### src/shared/nfe_params.svh
`ifndef NFE_PARAMS_SVH
`define NFE_PARAMS_SVH

// chip selects and widths
`define NFE_NUM_CS 4
`define NFE_SYM_W 10
`define NFE_NPAR 8
`define NFE_E1_W 24
`define NFE_E1_IDX_W 12

// field positions inside a single-bit result word
`define NFE_E1_EVEN_LSB 0
`define NFE_E1_ODD_LSB 12

// block limits
`define NFE_E1_MAX_BYTES 10'h200
`define NFE_E4_MAX_BYTES 10'h206
`define NFE_CNT_SAT 10'h3ff

// field polynomial x^10 + x^3 + 1, low ten bits
`define NFE_GF_POLY 10'h009
`define NFE_GF_ALPHA 10'h002
`define NFE_GF_ONE 10'h001
`define NFE_GF_ORDER 1023

// reset values
`define NFE_START_RST 1'b0
`define NFE_E1_RES_RST 24'h000000
`define NFE_SYM_RST 10'h000

// correction state codes
`define NFE_ST_IDLE 4'h0
`define NFE_ST_NOERR 4'h1
`define NFE_ST_FOUND 4'h2
`define NFE_ST_FAIL 4'h3
`define NFE_ST_BUSY 4'h5

`endif

### src/shared/nfe_pkg.sv
`include "nfe_params.svh"

package nfe_pkg;

	typedef logic [`NFE_SYM_W-1:0] nfe_sym_t;

	typedef enum logic {
		LOC_IDLE,
		LOC_RUN
	} nfe_loc_e;

	// multiply in the ten-bit field
	function automatic nfe_sym_t nfe_gf_mul(input nfe_sym_t a, input nfe_sym_t b);
		nfe_sym_t p;
		nfe_sym_t x;
		p = '0;
		x = a;
		for (int i = 0; i < `NFE_SYM_W; i++) begin
			if (b[i]) begin
				p = p ^ x;
			end
			x = x[9] ? ({x[8:0], 1'b0} ^ `NFE_GF_POLY) : {x[8:0], 1'b0};
		end
		return p;
	endfunction : nfe_gf_mul

	function automatic nfe_sym_t nfe_gf_pow(input int e);
		nfe_sym_t r;
		r = `NFE_GF_ONE;
		for (int i = 0; i < e; i++) begin
			r = nfe_gf_mul(r, `NFE_GF_ALPHA);
		end
		return r;
	endfunction : nfe_gf_pow

	// product of (x + alpha^j), j = 1..8, low eight coefficients
	function automatic logic [79:0] nfe_gen_poly();
		logic [8:0][9:0] g;
		nfe_sym_t r;
		g = '0;
		g[0] = `NFE_GF_ONE;
		for (int j = 1; j <= `NFE_NPAR; j++) begin
			r = nfe_gf_pow(j);
			for (int k = `NFE_NPAR; k >= 1; k--) begin
				g[k] = g[k-1] ^ nfe_gf_mul(g[k], r);
			end
			g[0] = nfe_gf_mul(g[0], r);
		end
		return g[7:0];
	endfunction : nfe_gen_poly

endpackage : nfe_pkg

### src/logic/nfe_ecc_engine.sv
// Notes on behaviour
// - nand-mode chip select gets single-bit ecc, 512 bytes
// - result read clears start; start write clears result
// - 8-bit: column p1..p4, row p8..p2048
// - 16-bit: column p1..p8, row p16..p2048
// - four-bit engine only on 8-bit devices
// - four-bit engine follows one selected chip select
// - ten-bit symbols, top two bits zero
// - parity or syndrome as eight ten-bit values
// - result read clears start; start write clears results
// - four-bit code covers up to 518 data bytes
// - zero syndrome means no errors
// - locate start computes address, value, state
// - error count, address and value reported
// - error read clears locate start; reads overlap
// - nand mode bit enables both engines
`include "nfe_params.svh"

module nfe_ecc_engine (
	input wire logic clock_i,
	input wire logic resetn_i,
	input wire logic [3:0] nand_mode_i,
	input wire logic [3:0] cs_wide_i,
	input wire logic beat_valid_i,
	input wire logic [1:0] beat_cs_i,
	input wire logic [15:0] beat_data_i,
	input wire logic [3:0] ecc1_start_set_i,
	input wire logic [3:0] ecc1_result_rd_i,
	output logic [3:0] ecc1_start_o,
	output logic [95:0] ecc1_result_o,
	input wire logic ecc4_start_set_i,
	input wire logic [1:0] ecc4_cs_sel_i,
	input wire logic ecc4_result_rd_i,
	output logic ecc4_start_o,
	output logic [79:0] ecc4_result_o,
	output logic ecc4_syndrome_zero_o,
	input wire logic parity_load_i,
	input wire logic [9:0] parity_load_data_i,
	input wire logic locate_start_set_i,
	input wire logic error_reg_rd_i,
	output logic locate_start_o,
	output logic [3:0] ecc_state_o,
	output logic [2:0] error_count_o,
	output logic [9:0] error_address_o,
	output logic [9:0] error_value_o
);

	localparam nfe_pkg::nfe_sym_t ALPHA_INV = nfe_pkg::nfe_gf_pow(`NFE_GF_ORDER - 1);

	// ---------------- single-bit engines, one per chip select
	logic [3:0] lane_beat;

	genvar g;
	generate
		for (g = 0; g < `NFE_NUM_CS; g++) begin : gen_lane
			assign lane_beat[g] = beat_valid_i & (beat_cs_i == 2'(g)) & nand_mode_i[g];

			nfe_ecc1_lane u_lane (
				.clock_i(clock_i),
				.resetn_i(resetn_i),
				.beat_en_i(lane_beat[g]),
				.wide_i(cs_wide_i[g]),
				.data_i(beat_data_i),
				.start_set_i(ecc1_start_set_i[g]),
				.result_rd_i(ecc1_result_rd_i[g]),
				.start_o(ecc1_start_o[g]),
				.result_o(ecc1_result_o[g*`NFE_E1_W +: `NFE_E1_W])
			);
		end
	endgenerate

	// ---------------- four-bit engine, one selected chip select
	logic ecc4_start_r;
	logic sel_nand;
	logic sel_narrow;
	logic start_ok;
	logic beat_hit;
	logic e4_take;
	logic sym_valid;
	logic [9:0] sym;
	logic [9:0] sym_cnt;
	logic [79:0] rem;
	logic [79:0] syn;

	assign sel_nand = nand_mode_i[ecc4_cs_sel_i];
	assign sel_narrow = ~cs_wide_i[ecc4_cs_sel_i];
	// start is only taken while the selected chip select is in nand mode
	assign start_ok = ecc4_start_set_i & sel_nand;
	assign beat_hit = beat_valid_i & (beat_cs_i == ecc4_cs_sel_i);
	assign e4_take = ecc4_start_r & beat_hit & sel_nand & sel_narrow & (sym_cnt < `NFE_E4_MAX_BYTES);
	// a parity load wins over a data beat in the same cycle
	assign sym_valid = parity_load_i | e4_take;
	assign sym = parity_load_i ? parity_load_data_i : {2'b00, beat_data_i[7:0]};

	always_ff @(posedge clock_i) begin
		if (!resetn_i) begin
			ecc4_start_r <= `NFE_START_RST;
		end else if (start_ok) begin
			ecc4_start_r <= 1'b1;
		end else if (ecc4_result_rd_i) begin
			ecc4_start_r <= 1'b0;
		end
	end

	nfe_ecc4_accum u_accum (
		.clock_i(clock_i),
		.resetn_i(resetn_i),
		.clear_i(start_ok),
		.sym_valid_i(sym_valid),
		.sym_i(sym),
		.rem_o(rem),
		.syn_o(syn),
		.count_o(sym_cnt)
	);

	// value one is the lowest remainder coefficient
	assign ecc4_result_o = rem;
	assign ecc4_syndrome_zero_o = (rem == 80'h0);
	assign ecc4_start_o = ecc4_start_r;

	// ---------------- error location
	nfe_pkg::nfe_loc_e loc_state_r;
	logic locate_start_r;
	logic [7:0][9:0] snap_r;
	logic [6:0][9:0] prod_r;
	logic [6:0][9:0] prod_nxt;
	logic [9:0] val_r;
	logic [9:0] dist_r;
	logic [9:0] span_r;
	logic [3:0] state_r;
	logic [2:0] count_r;
	logic [9:0] addr_r;
	logic [9:0] value_r;
	logic syn_all_zero;
	logic hit;
	logic at_end;
	logic loc_run;
	logic loc_hit;
	logic loc_miss;
	logic loc_step;
	nfe_pkg::nfe_loc_e loc_state_nxt;
	logic [3:0] state_nxt;
	logic [2:0] count_nxt;
	logic [9:0] addr_nxt;
	logic [9:0] value_nxt;
	logic [79:0] snap_nxt;
	logic [69:0] prod_sel;
	logic [9:0] val_nxt;
	logic [9:0] dist_nxt;
	logic [9:0] span_nxt;

	assign syn_all_zero = (syn == 80'h0);

	// candidate position d matches when s[j]*alpha^d == s[j+1] for all j
	always_comb begin
		hit = (snap_r[0] != 10'h000);
		for (int j = 0; j < 7; j++) begin
			prod_nxt[j] = nfe_pkg::nfe_gf_mul(prod_r[j], `NFE_GF_ALPHA);
			if (prod_r[j] != snap_r[j+1]) begin
				hit = 1'b0;
			end
		end
	end

	assign at_end = (dist_r == span_r);

	always_ff @(posedge clock_i) begin
		if (!resetn_i) begin
			locate_start_r <= `NFE_START_RST;
		end else if (locate_start_set_i) begin
			locate_start_r <= 1'b1;
		end else if (error_reg_rd_i) begin
			locate_start_r <= 1'b0;
		end
	end

	// locator step decode
	assign loc_run = (loc_state_r == nfe_pkg::LOC_RUN);
	assign loc_hit = loc_run & hit;
	assign loc_miss = loc_run & ~hit & at_end;
	assign loc_step = loc_run & ~hit & ~at_end;

	always_comb begin
		loc_state_nxt = loc_state_r;
		case (loc_state_r)
			nfe_pkg::LOC_IDLE: begin
				loc_state_nxt = nfe_pkg::LOC_IDLE;
			end
			nfe_pkg::LOC_RUN: begin
				if (hit || at_end) begin
					loc_state_nxt = nfe_pkg::LOC_IDLE;
				end
			end
			default: begin
				loc_state_nxt = nfe_pkg::LOC_IDLE;
			end
		endcase
		if (locate_start_set_i) begin
			loc_state_nxt = syn_all_zero ? nfe_pkg::LOC_IDLE : nfe_pkg::LOC_RUN;
		end
	end

	assign state_nxt = locate_start_set_i ? (syn_all_zero ? `NFE_ST_NOERR : `NFE_ST_BUSY) :
		loc_hit ? `NFE_ST_FOUND : loc_miss ? `NFE_ST_FAIL : state_r;
	assign count_nxt = locate_start_set_i ? 3'h0 : loc_hit ? 3'h1 : count_r;
	// distance from the last symbol, as software expects
	assign addr_nxt = locate_start_set_i ? 10'h000 : loc_hit ? dist_r : addr_r;
	assign value_nxt = locate_start_set_i ? 10'h000 : loc_hit ? val_r : value_r;
	// syndromes are snapshotted, so a new read may accumulate meanwhile
	assign snap_nxt = locate_start_set_i ? syn : snap_r;
	assign prod_sel = locate_start_set_i ? syn[69:0] : loc_step ? prod_nxt : prod_r;
	assign val_nxt = locate_start_set_i ? syn[9:0] :
		loc_step ? nfe_pkg::nfe_gf_mul(val_r, ALPHA_INV) : val_r;
	assign dist_nxt = locate_start_set_i ? 10'h000 :
		loc_step ? dist_r + 10'h001 : dist_r;
	assign span_nxt = locate_start_set_i ? sym_cnt - 10'h001 : span_r;

	always_ff @(posedge clock_i) begin
		if (!resetn_i) begin
			loc_state_r <= nfe_pkg::LOC_IDLE;
		end else begin
			loc_state_r <= loc_state_nxt;
		end
	end

	always_ff @(posedge clock_i) begin
		if (!resetn_i) begin
			state_r <= `NFE_ST_IDLE;
		end else begin
			state_r <= state_nxt;
		end
	end

	always_ff @(posedge clock_i) begin
		if (!resetn_i) begin
			count_r <= '0;
		end else begin
			count_r <= count_nxt;
		end
	end

	always_ff @(posedge clock_i) begin
		if (!resetn_i) begin
			addr_r <= '0;
		end else begin
			addr_r <= addr_nxt;
		end
	end

	always_ff @(posedge clock_i) begin
		if (!resetn_i) begin
			value_r <= '0;
		end else begin
			value_r <= value_nxt;
		end
	end

	always_ff @(posedge clock_i) begin
		if (!resetn_i) begin
			snap_r <= '0;
		end else begin
			snap_r <= snap_nxt;
		end
	end

	always_ff @(posedge clock_i) begin
		if (!resetn_i) begin
			prod_r <= '0;
		end else begin
			prod_r <= prod_sel;
		end
	end

	always_ff @(posedge clock_i) begin
		if (!resetn_i) begin
			val_r <= `NFE_SYM_RST;
		end else begin
			val_r <= val_nxt;
		end
	end

	always_ff @(posedge clock_i) begin
		if (!resetn_i) begin
			dist_r <= '0;
		end else begin
			dist_r <= dist_nxt;
		end
	end

	always_ff @(posedge clock_i) begin
		if (!resetn_i) begin
			span_r <= '0;
		end else begin
			span_r <= span_nxt;
		end
	end

	assign locate_start_o = locate_start_r;
	assign ecc_state_o = state_r;
	assign error_count_o = count_r;
	assign error_address_o = addr_r;
	assign error_value_o = value_r;

endmodule : nfe_ecc_engine

### src/logic/nfe_ecc1_lane.sv
`include "nfe_params.svh"

module nfe_ecc1_lane (
	input wire logic clock_i,
	input wire logic resetn_i,
	input wire logic beat_en_i,
	input wire logic wide_i,
	input wire logic [15:0] data_i,
	input wire logic start_set_i,
	input wire logic result_rd_i,
	output logic start_o,
	output logic [`NFE_E1_W-1:0] result_o
);

	logic start_r;
	logic [`NFE_E1_W-1:0] acc_r;
	logic [9:0] cnt_r;
	logic take;
	logic [9:0] step;

	// odd parity over set index bits, even parity over clear ones
	function automatic logic [23:0] beat_par(input logic [15:0] d, input logic w, input logic [9:0] c);
		logic [11:0] idx;
		logic [11:0] odd;
		logic [11:0] even;
		odd = '0;
		even = '0;
		for (int i = 0; i < 16; i++) begin
			idx = w ? {c[8:1], 4'(i)} : {c[8:0], 3'(i)};
			if (w || i < 8) begin
				odd = odd ^ (idx & {12{d[i]}});
				even = even ^ (~idx & {12{d[i]}});
			end
		end
		return {odd, even};
	endfunction : beat_par

	// beats past the block limit leave the result untouched
	assign take = start_r & beat_en_i & (cnt_r < `NFE_E1_MAX_BYTES);
	assign step = wide_i ? 10'h002 : 10'h001;

	always_ff @(posedge clock_i) begin
		if (!resetn_i) begin
			start_r <= `NFE_START_RST;
			acc_r <= `NFE_E1_RES_RST;
			cnt_r <= '0;
		end else if (start_set_i) begin
			start_r <= 1'b1;
			acc_r <= `NFE_E1_RES_RST;
			cnt_r <= '0;
		end else begin
			if (result_rd_i) begin
				start_r <= 1'b0;
			end
			if (take) begin
				acc_r <= acc_r ^ beat_par(data_i, wide_i, cnt_r);
				cnt_r <= cnt_r + step;
			end
		end
	end

	assign start_o = start_r;
	assign result_o = acc_r;

endmodule : nfe_ecc1_lane

### src/logic/nfe_ecc4_accum.sv
`include "nfe_params.svh"

module nfe_ecc4_accum (
	input wire logic clock_i,
	input wire logic resetn_i,
	input wire logic clear_i,
	input wire logic sym_valid_i,
	input wire logic [9:0] sym_i,
	output logic [79:0] rem_o,
	output logic [79:0] syn_o,
	output logic [9:0] count_o
);

	localparam logic [79:0] GEN = nfe_pkg::nfe_gen_poly();

	logic [7:0][9:0] rem_r;
	logic [7:0][9:0] rem_nxt;
	logic [7:0][9:0] syn_r;
	logic [7:0][9:0] syn_nxt;
	logic [9:0] cnt_r;
	logic [9:0] fb;

	assign fb = sym_i ^ rem_r[7];

	// division by the generator and horner evaluation at alpha^1..alpha^8
	always_comb begin
		for (int k = 0; k < `NFE_NPAR; k++) begin
			rem_nxt[k] = nfe_pkg::nfe_gf_mul(fb, GEN[k*10 +: 10]);
			if (k > 0) begin
				rem_nxt[k] = rem_nxt[k] ^ rem_r[k-1];
			end
			syn_nxt[k] = nfe_pkg::nfe_gf_mul(syn_r[k], nfe_pkg::nfe_gf_pow(k + 1)) ^ sym_i;
		end
	end

	always_ff @(posedge clock_i) begin
		if (!resetn_i || clear_i) begin
			rem_r <= '0;
			syn_r <= '0;
			cnt_r <= '0;
		end else if (sym_valid_i) begin
			rem_r <= rem_nxt;
			syn_r <= syn_nxt;
			cnt_r <= (cnt_r == `NFE_CNT_SAT) ? cnt_r : cnt_r + 10'h001;
		end
	end

	assign rem_o = rem_r;
	assign syn_o = syn_r;
	assign count_o = cnt_r;

endmodule : nfe_ecc4_accum

### config.mk
export PLATFORM = sky130hd
export DESIGN_NAME = nfe_ecc_engine
export DESIGN_NICKNAME = d
export VERILOG_FILES = /design/src/shared/nfe_pkg.sv /design/src/logic/nfe_ecc_engine.sv /design/src/logic/nfe_ecc1_lane.sv /design/src/logic/nfe_ecc4_accum.sv
export VERILOG_INCLUDE_DIRS = /design/src /design/src/shared
export SDC_FILE = /design/constraint.sdc
export NUM_CORES = 1
export LEC_CHECK = 0
export ABC_AREA = 0
export BUFFER_PORTS_ARGS = -buffer_cell sky130_fd_sc_hd__buf_4
export CAP_MARGIN = 15
export CORE_MARGIN = 3
export CORE_UTILIZATION = 60
export CTS_CLUSTER_SIZE = 28
export DETAILED_ROUTE_END_ITERATION = 7
export GPL_TIMING_DRIVEN = 0
export PLACE_DENSITY = 0.87
export SKIP_CTS_REPAIR_TIMING = 1
export SYNTH_ARGS = -nofsm -noshare
export SYNTH_HDL_FRONTEND = slang
export SYNTH_HIERARCHICAL = 1
export SYNTH_SLANG_ARGS = --single-unit
### constraint.sdc
create_clock -name clock_i -period 3.4 [get_ports clock_i]
set_input_delay 0.34 -clock clock_i [delete_from_list [all_inputs] [get_ports clock_i]]
set_output_delay 0.34 -clock clock_i [all_outputs]
set_load 0.03 [all_outputs]
==> impl_metrics.env <==
export IMPL_cts_max_path_buffers=3
export IMPL_finalHoldViolCount=0
export IMPL_grt_usage_pct=34.88
export IMPL_first_pass_iters=6
export IMPL_area_delta_synth_final_pct=17.38
export IMPL_nets=3263
export IMPL_critical_path_arrival_ns=3.86
export IMPL_drc=0
export IMPL_r2r_start="u_accum/count_o[5]$_SDFFE_PP0P_"
export IMPL_worst_setup_path_type="reg -> reg"
export IMPL_holdCritStartpoint="ecc1_result_rd_i[3]"
export IMPL_rrSetupSlack_ns=0.05
export IMPL_synth_top_area_share_pct=38.67
export IMPL_ys_warn_count=6
export IMPL_start_util_pct=61.46
export IMPL_layout_min_cycle_time_ns=3.348
export IMPL_cap_violations=0
export IMPL_clk_pin_slew_ns=0.06
export IMPL_wl_per_cell_um=22.21
export IMPL_synth_seq_cells=517
export IMPL_antenna_found_initial=5
export IMPL_cp_required_ns=3.91
export IMPL_irDropWorstVdd_mv=0.8603
export IMPL_p_leak_nw=12.88
export IMPL_routed_wl_mm=84.89
export IMPL_ys_types=66
export IMPL_slew_viol_final=0
export IMPL_dpl_hpwl_mm=61.91
export IMPL_grt_max_degree=15
export IMPL_via_per_inst=6.040
export IMPL_yosys_top_cells_count="dfxtp_1, nor2_1, xnor2_1, mux2i_1, xor2_1"
export IMPL_grt_pass1_wl_mm=130.4
export IMPL_whs_path_depth=3
export IMPL_yosys_area_top_type="dfxtp_1"
export IMPL_synth_edff_count=0
export IMPL_fmax_mhz=298.7
export IMPL_relSlewSlack_pct=28.29
export IMPL_grt_setup_unrepaired="false"
export IMPL_crit_start="u_accum/count_o[5]$_SDFFE_PP0P_"
export IMPL_htreeDepth=2
export IMPL_worst_hold_path_type="in -> reg"
export IMPL_critPathMaxStageDelay_ns=0.54
export IMPL_setup_viol=0
export IMPL_r2r_end="u_accum/syn_o[10]$_SDFFE_PP0P_"
export IMPL_synth_most_common_cell="dfxtp_1"
export IMPL_ys_flop_type="dfxtp_1"
export IMPL_worstPathCellList="nor4_1 -> nand3_1 -> a21oi_1 -> a41o_1 -> clkbuf_1 -> clkbuf_2 -> clkbuf_1 -> nor2_1 -> a211oi_1"
export IMPL_die_w_um=217.2
export IMPL_post_route_util_pct=72.14
export IMPL_ant_nets=0
export IMPL_clock_latency_ns=0.62
export IMPL_post_place_ws_ns=-0.4548
export IMPL_end_kind="register"
export IMPL_ys_seq_area_share_pct=38.67
export IMPL_yosys_top_cells_area="dfxtp_1, xnor2_1, mux2i_1, nor2_1, xor2_1"
export IMPL_first_global_vias=23130
export IMPL_power_density_nw_per_um2=746.2
export IMPL_pin_count=264
export IMPL_tightest_slew_ns=1.068
export IMPL_synth_cells=2868
export IMPL_cts_sinks=517
export IMPL_gp_congestion=0.9608
export IMPL_fin_ws_ns=0.05191
export IMPL_skew_ns=0.01868
export IMPL_tritoncts="yes"
export IMPL_coreArea_um2=43550
export IMPL_hold_end="gen_lane[3].u_lane/start_o$_SDFFE_PN0P_"
export IMPL_numCtsBuffers=53
export IMPL_status="finished clean"
export IMPL_globalRouteOverflowTotal=0
export IMPL_synth_avg_cell_area_um2=9.333
export IMPL_worstPathMaxFanout=11
export IMPL_cts_root_buf="clkbuf_16"
export IMPL_reg2reg_depth=9
export IMPL_io_buffers=260
export IMPL_drive_gt1_share_pct=13.90
export IMPL_cp_common_cell="clkbuf_1"
export IMPL_drt_initial_drc_count=2256
export IMPL_cp_slowest_cell="clkbuf_1"
export IMPL_syn_area_um2=26770
export IMPL_fin_crit_sh_pct=98.47
export IMPL_num_rows=76
export IMPL_synthArstFlopShare_pct=0
export IMPL_die_area_um2=47180
export IMPL_fp_dieH_um=217.2
export IMPL_crit_path_start_kind="register"
export IMPL_num_vias=23080
[kinds of logic (layout without fill, tap and decap cells)]
logic type / after synthesis / count (layout) / synth area share (%)
simple gates: 837 / 837 / 14.56
xor+xnor: 656 / 656 / 24.01
flops: 517 / 517 / 38.67
compound gates: 372 / 372 / 8.236
mux: 278 / 278 / 10.53
buf+inv: 188 / 549 / 3.094
fa+ha+maj: 19 / 19 / 0.8881
other cells: 1 / 9 / 0.01401
[layout make-up]
cell class	instances	area, um2
Antenna cell	6	15.01
Tap cell	585	732.0
Clock buffer	75	1582
Sequential cell	517	10350
Clock inverter	21	291.5
Multi-Input combinational cell	2165	15600
Inverter	21	78.83
Fill cell	3221	12130
Timing Repair Buffer	265	2002
Buffer	167	765.7
[cell usage in the layout, fill, tap and decap left out, types with 11 or more instances in the layout]
| cell type | synthesis | layout |
|---|---|---|
| nor4_1 | 53 | 52 |
| o21ai_0 | 113 | 113 |
| clkinv_2 | 0 | 11 |
| nand3_1 | 57 | 57 |
| xnor2_1 | 419 | 419 |
| nand2b_1 | 11 | 11 |
| xor2_1 | 186 | 186 |
| clkbuf_8 | 0 | 13 |
| buf_2 | 13 | 13 |
| ha_1 | 19 | 19 |
| or3_1 | 49 | 49 |
| buf_4 | 14 | 274 |
| clkbuf_1 | 118 | 115 |
| clkbuf_16 | 0 | 55 |
| a21oi_1 | 136 | 136 |
| nor2_1 | 438 | 438 |
| xnor3_1 | 24 | 24 |
| a211oi_1 | 69 | 69 |
| buf_1 | 14 | 11 |
| mux2i_1 | 258 | 258 |
| or4_1 | 17 | 17 |
| nor3_1 | 14 | 14 |
| inv_1 | 21 | 21 |
| clkbuf_2 | 1 | 14 |
| mux2_2 | 14 | 14 |
| nand2_1 | 103 | 103 |
| nand4_1 | 37 | 37 |
| dfxtp_1 | 517 | 517 |
[worst max-delay path by stage]
stage          depth (start not counted)                             end  slack [ns]
6_report                               9  u_accum/syn_o[10]$_SDFFE_PP0P_        0.05
3_5_place_dp                          12  u_accum/syn_o[43]$_SDFFE_PP0P_       -0.45
4_1_cts                                9  u_accum/syn_o[25]$_SDFFE_PP0P_       -0.35
5_1_grt                                9  u_accum/syn_o[49]$_SDFFE_PP0P_        0.06
2_1_floorplan                          9  u_accum/rem_o[73]$_SDFFE_PP0P_        0.47
3_3_place_gp                          12  u_accum/syn_o[23]$_SDFFE_PP0P_       -0.34
[power breakdown]
part | total [mW] | switching [mW] | internal [mW]
logic | 9.58 | 5.25 | 4.32
clock network | 6.27 | 2.51 | 3.76
registers | 7.60 | 0.959 | 6.64
total | 23.4 | 8.72 | 14.7
[per-stage QoR]
| stage | area [um2] | total power, mW | hold slack, ns | setup TNS (ns) | cells |
|---|---|---|---|---|---|
| global route | 31420 | 24.28 | 0.02367 | 0 | 3821 |
| CTS | 31330 | 23.22 | -0.07231 | -14.31 | 3811 |
| floorplan | 26770 | 14.39 | 0.4424 | 0 | 2870 |
| finish | 31420 | 23.44 | 0.03507 | 0 | 3822 |
| global placement | 29460 | 16.69 | 0.4404 | -17.50 | 3715 |
| detailed placement | 29460 | 16.94 | 0.4452 | -28.77 | 3715 |
[registers in the layout, indices dropped and copies added (netlist names)]
signal                    cells
gen_lane.u_lane/cnt_r        40
val_r                        10
ecc4_start_o                  1
error_count_o                 1
span_r                       10
error_value_o                10
loc_run                       1
locate_start_o                1
dist_r                       10
prod_r                       70
gen_lane.u_lane/result_o     96
u_accum/count_o              10
u_accum/rem_o                80
snap_r                       80
error_address_o              10
u_accum/syn_o                80
ecc_state_o                   3
gen_lane.u_lane/start_o       4
[critical path: cells and delay by family (launching register included)]
| family | cells | cell delay [ns] |
|---|---|---|
| and+or+nand+nor | 3 | 0.77 |
| AOI/OAI and AO/OA | 3 | 0.80 |
| DFF | 1 | 0.41 |
| buffers and inverters | 3 | 1.26 |
[metal layers]
layer	wire length [um]	track usage, %
met1	33080	44.36
met2	38870	55.97
met3	7943	7.261
met4	5001	18.46
met5	0	0
(Power assumes the default switching activity.)
